--- src/shared/icache_pkg.sv ---
package icache_pkg;

    // array geometry
    localparam int ENTRIES = 64;
    localparam int INDEX_W = 6;
    localparam int ADDR_TAG_W = 24;
    localparam int TAG_W = 25;
    localparam int LINE_W = 32;
    localparam int WORD_W = 16;

    // fields of a prefetch address
    localparam int INDEX_LSB = 2;
    localparam int INDEX_MSB = 7;
    localparam int TAG_LSB = 8;
    localparam int TAG_MSB = 31;
    localparam int WORD_SEL_BIT = 1;
    localparam int SPACE_TAG_BIT = 2;

    // control register bit positions
    localparam int CTL_ENABLE_BIT = 0;
    localparam int CTL_FREEZE_BIT = 1;
    localparam int CTL_CLEAR_ENTRY_BIT = 2;
    localparam int CTL_CLEAR_ALL_BIT = 3;

    // control register selector on the move-to-control port
    localparam logic SEL_CONTROL = 1'h0;
    localparam logic SEL_ENTRY_ADDRESS = 1'h1;

    // reset values
    localparam logic ENABLE_RESET = 1'h0;
    localparam logic FREEZE_RESET = 1'h0;
    localparam logic [INDEX_W-1:0] ENTRY_INDEX_RESET = 6'h00;

    // prefetch sequencer
    typedef enum logic [1:0] {
        ST_IDLE = 2'b00,
        ST_EXTERNAL = 2'b01
    } fetch_state_t;

endpackage

--- src/verilog/direct_mapped_instruction_cache.sv ---
`timescale 1ns/1ps
module direct_mapped_instruction_cache (
    input wire logic clock,
    input wire logic resetn,
    // processor prefetch and operand read requests
    input wire logic fetch_req,
    input wire logic fetch_is_instruction,
    input wire logic [31:0] fetch_addr,
    input wire logic [2:0] fetch_space_code,
    output logic fetch_done,
    output logic [15:0] fetch_data,
    output logic fetch_from_cache,
    // move-to-control register port
    input wire logic ctl_valid,
    input wire logic ctl_write,
    input wire logic ctl_select,
    input wire logic ctl_supervisor,
    input wire logic [31:0] ctl_wdata,
    output logic ctl_ack,
    output logic ctl_privilege_error,
    output logic [31:0] ctl_rdata,
    // external bus fetch
    output logic ext_req,
    output logic [31:0] ext_addr,
    output logic [2:0] ext_space_code,
    input wire logic ext_ack,
    input wire logic [31:0] ext_data,
    // emulator cache disable, active low
    input wire logic cache_inhibit_pin_n
);

    localparam int N = icache_pkg::ENTRIES;
    localparam int IW = icache_pkg::INDEX_W;
    localparam int TW = icache_pkg::TAG_W;
    localparam int LW = icache_pkg::LINE_W;
    localparam int WW = icache_pkg::WORD_W;

    // cache array; tags and data need no reset, only valid bits do
    logic [TW-1:0] tag_mem [N];
    logic [LW-1:0] data_mem [N];
    logic [N-1:0] valid;

    // control state
    logic enable;
    logic freeze;
    logic [IW-1:0] entry_index;

    icache_pkg::fetch_state_t state;
    icache_pkg::fetch_state_t next_state;

    // captured request while the external fetch runs
    logic [IW-1:0] pend_index;
    logic [TW-1:0] pend_tag;
    logic pend_word;
    logic pend_fill;

    // request decode
    wire [IW-1:0] req_index =
        fetch_addr[icache_pkg::INDEX_MSB:icache_pkg::INDEX_LSB];
    // the upper address byte stays in the tag even when not driven out
    wire [TW-1:0] req_tag = {fetch_space_code[icache_pkg::SPACE_TAG_BIT],
        fetch_addr[icache_pkg::TAG_MSB:icache_pkg::TAG_LSB]};
    wire req_word = fetch_addr[icache_pkg::WORD_SEL_BIT];

    // inhibit gates use only; it never touches valid bits
    wire inhibited = !cache_inhibit_pin_n;
    wire cache_on = enable && !inhibited;
    wire cacheable = cache_on && fetch_is_instruction;
    wire idle = (state == icache_pkg::ST_IDLE);
    wire take_req = idle && fetch_req;

    wire [TW-1:0] sel_tag = tag_mem[req_index];
    wire [LW-1:0] sel_line = data_mem[req_index];
    wire tag_match = (sel_tag == req_tag);
    wire hit = cacheable && tag_match && valid[req_index];
    wire miss = take_req && !hit;
    wire [WW-1:0] hit_word =
        req_word ? sel_line[WW-1:0] : sel_line[LW-1:WW];
    wire [WW-1:0] ext_word =
        pend_word ? ext_data[WW-1:0] : ext_data[LW-1:WW];

    // a fill happens on the last cycle of an external fetch
    wire fill_now = (state == icache_pkg::ST_EXTERNAL) && ext_ack
        && pend_fill;

    // control port decode
    wire ctl_allowed = ctl_valid && ctl_supervisor;
    wire ctl_denied = ctl_valid && !ctl_supervisor;
    wire ctl_wr_control = ctl_allowed && ctl_write
        && (ctl_select == icache_pkg::SEL_CONTROL);
    wire ctl_wr_entry = ctl_allowed && ctl_write
        && (ctl_select == icache_pkg::SEL_ENTRY_ADDRESS);
    wire clear_all = ctl_wr_control
        && ctl_wdata[icache_pkg::CTL_CLEAR_ALL_BIT];
    // clear-entry ignores enable and freeze
    wire clear_entry = ctl_wr_control
        && ctl_wdata[icache_pkg::CTL_CLEAR_ENTRY_BIT];

    // read view: clear bits and bits 31..4 read as zero
    wire [31:0] control_view = {28'h0000000, 2'b00, freeze,
        enable};
    wire [31:0] entry_view = {24'h000000, entry_index,
        2'b00};
    wire [31:0] read_view = (ctl_select == icache_pkg::SEL_CONTROL) ?
        control_view : entry_view;

    // sequencer
    always_comb begin
        next_state = state;
        unique case (state)
            icache_pkg::ST_IDLE: begin
                if (miss) begin
                    next_state = icache_pkg::ST_EXTERNAL;
                end
            end
            icache_pkg::ST_EXTERNAL: begin
                if (ext_ack) begin
                    next_state = icache_pkg::ST_IDLE;
                end
            end
        endcase
    end

    always_ff @(posedge clock) begin
        if (!resetn) begin
            state <= icache_pkg::ST_IDLE;
        end else begin
            state <= next_state;
        end
    end

    // capture a missed request; fill is decided when the miss is taken
    always_ff @(posedge clock) begin
        if (!resetn) begin
            pend_index <= '0;
            pend_tag <= '0;
            pend_word <= 1'b0;
            pend_fill <= 1'b0;
        end else if (miss) begin
            pend_index <= req_index;
            pend_tag <= req_tag;
            pend_word <= req_word;
            pend_fill <= cacheable && !freeze;
        end
    end

    // external bus request; the low two address bits are forced to zero
    // so the whole entry comes back in one long-word read
    always_ff @(posedge clock) begin
        if (!resetn) begin
            ext_req <= 1'b0;
            ext_addr <= '0;
            ext_space_code <= '0;
        end else if (miss) begin
            ext_req <= 1'b1;
            ext_addr <= {fetch_addr[31:icache_pkg::INDEX_LSB], 2'b00};
            ext_space_code <= fetch_space_code;
        end else if (ext_ack) begin
            ext_req <= 1'b0;
        end
    end

    // answer to the processor
    always_ff @(posedge clock) begin
        if (!resetn) begin
            fetch_done <= 1'b0;
            fetch_data <= '0;
            fetch_from_cache <= 1'b0;
        end else if (take_req && hit) begin
            fetch_done <= 1'b1;
            fetch_data <= hit_word;
            fetch_from_cache <= 1'b1;
        end else if ((state == icache_pkg::ST_EXTERNAL) && ext_ack) begin
            fetch_done <= 1'b1;
            fetch_data <= ext_word;
            fetch_from_cache <= 1'b0;
        end else begin
            fetch_done <= 1'b0;
        end
    end

    // tag and data store; both words are written on every fill
    always_ff @(posedge clock) begin
        if (fill_now) begin
            tag_mem[pend_index] <= pend_tag;
            data_mem[pend_index] <= ext_data;
        end
    end

    // valid bits, one flop per entry; software clears beat a fill of
    // the same entry in the same cycle; a fill that ends later sets it again
    generate
        for (genvar i = 0; i < N; i++) begin : g_valid
            wire hit_entry = clear_entry
                && (entry_index == IW'(i));
            wire fill_entry = fill_now && (pend_index == IW'(i));
            always_ff @(posedge clock) begin
                if (!resetn) begin
                    valid[i] <= 1'b0;
                end else if (clear_all || hit_entry) begin
                    valid[i] <= 1'b0;
                end else if (fill_entry) begin
                    valid[i] <= 1'b1;
                end
            end
        end
    endgenerate

    // control and entry address registers; reserved bits are dropped
    always_ff @(posedge clock) begin
        if (!resetn) begin
            enable <= icache_pkg::ENABLE_RESET;
            freeze <= icache_pkg::FREEZE_RESET;
        end else if (ctl_wr_control) begin
            enable <= ctl_wdata[icache_pkg::CTL_ENABLE_BIT];
            freeze <= ctl_wdata[icache_pkg::CTL_FREEZE_BIT];
        end
    end

    always_ff @(posedge clock) begin
        if (!resetn) begin
            entry_index <= icache_pkg::ENTRY_INDEX_RESET;
        end else if (ctl_wr_entry) begin
            entry_index <=
                ctl_wdata[icache_pkg::INDEX_MSB:icache_pkg::INDEX_LSB];
        end
    end

    // register port answer, one cycle after the access
    always_ff @(posedge clock) begin
        if (!resetn) begin
            ctl_ack <= 1'b0;
            ctl_privilege_error <= 1'b0;
            ctl_rdata <= '0;
        end else begin
            ctl_ack <= ctl_allowed;
            ctl_privilege_error <= ctl_denied;
            if (ctl_allowed && !ctl_write) begin
                ctl_rdata <= read_view;
            end
        end
    end

endmodule

--- config.mk ---
export PLATFORM = sky130hd
export DESIGN_NAME = direct_mapped_instruction_cache
export DESIGN_NICKNAME = d
export VERILOG_FILES = /design/src/shared/icache_pkg.sv /design/src/verilog/direct_mapped_instruction_cache.sv
export SDC_FILE = /design/constraint.sdc
export NUM_CORES = 2
export LEC_CHECK = 0
export BUFFER_PORTS_ARGS = -buffer_cell sky130_fd_sc_hd__buf_2
export CAP_MARGIN = 0
export CORE_MARGIN = 2
export CORE_UTILIZATION = 54
export CTS_CLUSTER_DIAMETER = 30
export CTS_CLUSTER_SIZE = 8
export DETAILED_ROUTE_END_ITERATION = 12
export PLACE_DENSITY = 0.68
export SYNTH_ARGS = -nofsm -noshare
export SYNTH_HDL_FRONTEND = slang
export SYNTH_SLANG_ARGS = --single-unit
--- constraint.sdc ---
create_clock -name clock -period 19 [get_ports clock]
set_clock_uncertainty 0.15 [all_clocks]
set_input_delay 4.75 -clock clock [delete_from_list [all_inputs] [get_ports clock]]
set_output_delay 4.75 -clock clock [all_outputs]
set_load 0.005 [all_outputs]
==> results.yml <==
run_status:
  status: "complete, no violations"
clock_tree:
  postCtsResizedCells: 0
  holdBufCountCts: 0
  clk_pin_slew_ns: 0.05
  numCtsBuffers: 666
  cts_buffer_depth: 4
  clk_latency_ns: 1.07
  cts_sinks: 3785
  cts_root_buffer: "clkbuf_16"
  cts_tree: "built"
  post_cts_buffers: 0
  h-tree-depth: 6
placement:
  placed_area_um2: 152000
  port_buffers: 145
  hpwl_mm: 220
  gp_congestion: 0.873
  pre_cts_slack_ns: 7.21
final_layout:
  layout_commonest_cell: "edfxtp_1"
  area_delta_synth_final_pct: 18.7
  final_layout_size_suffix_gt1_share_pct: 30.4
  nets: 7514
  final_cell_mix: "3648 x edfxtp_1, 963 x mux4_2, 668 x clkbuf_16"
  design_area_um2: 174000
logic_synthesis:
  synthAdderAreaFrac_pct: 0
  synth_xor_area_share_pct: 0.120
  synthTopCellsByArea: "edfxtp_1 75%, mux4_2 15%, mux2i_1 2.2%, dfxtp_1 1.9%, clkbuf_1 0.55%"
  ys_types: 73
  synth_compound_area_share_pct: 2.44
  synth_top_family_by_area: "multiplexers"
  synth.area.mux_share_pct: 17.2
  synth_cells: 6755
  synth_edf_count: 3648
  yosys_warnings: 0
  ys_ff_latch: 3785
  yosysTopAreaCell: "edfxtp_1"
  seq_area_frac_synth_pct: 76.6
  avgSynthCellArea_um2: 21.7
  yosys.area_share.simple_pct: 2.24
  synthFlopType: "edfxtp_1"
  synth_area_um2: 147000
  async_flop_share_pct: 0
  synth_top_area_share_pct: 74.7
global_routing:
  grt_first_pass_wirelength_mm: 599
  first_global_vias: 77900
  overflow: 0
  track_usage_pct: 31.1
  grt_max_degree: 130
  antenna_found_initial: 23
critical_path:
  rr_worst_depth: 9
  crit_required_ns: 19.73
  cp-start-kind: "primary input"
  rrSetupSlack_ns: 13.76
  crit_fanout: 105
  r2r_start: "tag_mem[55][4]"
  arrival_ns: 11.61
  path_class: "primary input to flip-flop"
  end_kind: "flip-flop"
  r2r-end: "fetch_data[12]"
detailed_routing:
  wl_mm: 432
  vias: 78400
  wl_per_cell_um: 37.7
  drtIter0Drc: 12700
  first_pass_iters: 7
  ant_nets: 0
  drc_errors: 0
  routed_via_density: 6.84
die:
  core_area_um2: 270000
  placementRows: 191
  start_util_pct: 54.2
  die_x_um: 525
  die_height_um: 525
  die_area_um2: 276000
  io_pins: 197
timing:
  fin_ws_ns: 8.12
  timing.setup.tns_ns: 0
  worst_pin_slew_ns: 1.44
  finalCriticalPeriod_ns: 10.88
  rsz0062_at_grt: "no"
  min_period_over_period_pct: 57.2
  setup_viol: 0
  slew_headroom_pct: 3.92
  fmaxAchievable_ghz: 0.0920
  drv_slew: 0
  timing.final.hold_violations: 0
min_path:
  hold_depth: 2
  hold_class: "flip-flop to flip-flop"
  hold-path-endpoint: "ctl_rdata[0]"
  min-delay-start: "ctl_rdata[0]"
power:
  total_power_mw: 21.5
  leakage_nw: 56.8
  ir_drop_mv: 0.0849
  powerDensity_nw_per_um2: 123
flow_run:
  drv_cap: 0
==> power by group <==
group	internal (mW)	total (mW)	switching, mW
clock	7.26	11.4	4.09
combinational	0.311	0.826	0.515
sequential	9.24	9.30	0.0587
total	16.8	21.5	4.66
==> synthesized netlist by cell type, types with 31 or more instances <==
library cell and n:
a211oi_1 31, a21oi_1 93, a22oi_1 94, a311o_1 34
and2_1 48, buf_1 35, buf_2 101, buf_4 60
clkbuf_1 213, dfxtp_1 137, edfxtp_1 3648, mux2i_1 323
mux4_2 963, nand2_1 196, nand3_1 119, nor2_1 149
o21ai_0 106, o22ai_1 40
==> worst max-delay path, stage by stage <==
cell and delay [ns]:
buf_12 0.50, buf_4 0.83, buf_4 0.86, mux4_2 0.63, a22oi_1 0.20, a31oi_1 0.11
nor4_1 0.81, xnor2_1 0.15, a2111oi_2 0.64, o2111ai_1 0.31, nor4_4 0.22, and3_2 1.07
mux2i_1 0.28
==> worst max-delay path by stage <==
stage,from,endpoint,slack (ns)
2_1_floorplan,ext_ack,valid[60],7.35
5_1_grt,fetch_addr[2],fetch_data[14],7.84
3_5_place_dp,fetch_addr[2],fetch_data[14],7.21
4_1_cts,fetch_addr[2],fetch_data[12],8.25
3_3_place_gp,fetch_addr[2],fetch_data[7],7.27
6_report,fetch_addr[2],fetch_data[12],8.12
==> routing by layer <==
metal  share of wire [%]  global-route usage, %  vias to the layer above
met2                  47                   49.0                     5831
met4                 5.1                   14.3                       18
met3                  12                   6.91                     1157
met1                  35                   42.0                    41400
met5               0.029                      0                        -
li1                    -                      -                    29900
==> cells by family (layout without fill, tap and decap cells) <==
family,after synthesis,after routing
muxes,1310,1310
AOI/OAI and AO/OA,527,527
xor gates and xnor gates,20,20
buffers and inverters,431,1529
DFF,3785,3785
other,1,32
and+or+nand+nor,681,681
==> final cells by class <==
class / count / area [um2]
Inverter: 11 / 53.8
Sequential cell: 3785 / 112000
Fill cell: 17300 / 96300
Clock inverter: 316 / 4150
Multi-Input combinational cell: 2564 / 32800
Tap cell: 3570 / 4470
Antenna cell: 6 / 15.0
Clock buffer: 825 / 17500
Timing Repair Buffer: 377 / 2620
==> registers in the layout, summed over array words and instances (netlist names), 2 cells and up <==
register and flops:
pend_index 5, ctl_rdata 8, fetch_data 16, tag_mem 1600
ext_space_code 2, pend_tag 25, entry_index 6, valid 64
data_mem 2048
==> stage by stage <==
stage          hold slack, ns  utilization, %  std cells
5_1_grt                 0.333            64.4      11500
6_report                0.313            64.4      11500
2_1_floorplan           0.307               -       6780
3_3_place_gp            0.304            56.3      10300
3_5_place_dp            0.313            56.3      10300
4_1_cts                 0.320            64.4      11400
Power figures use the tool's default switching activity.
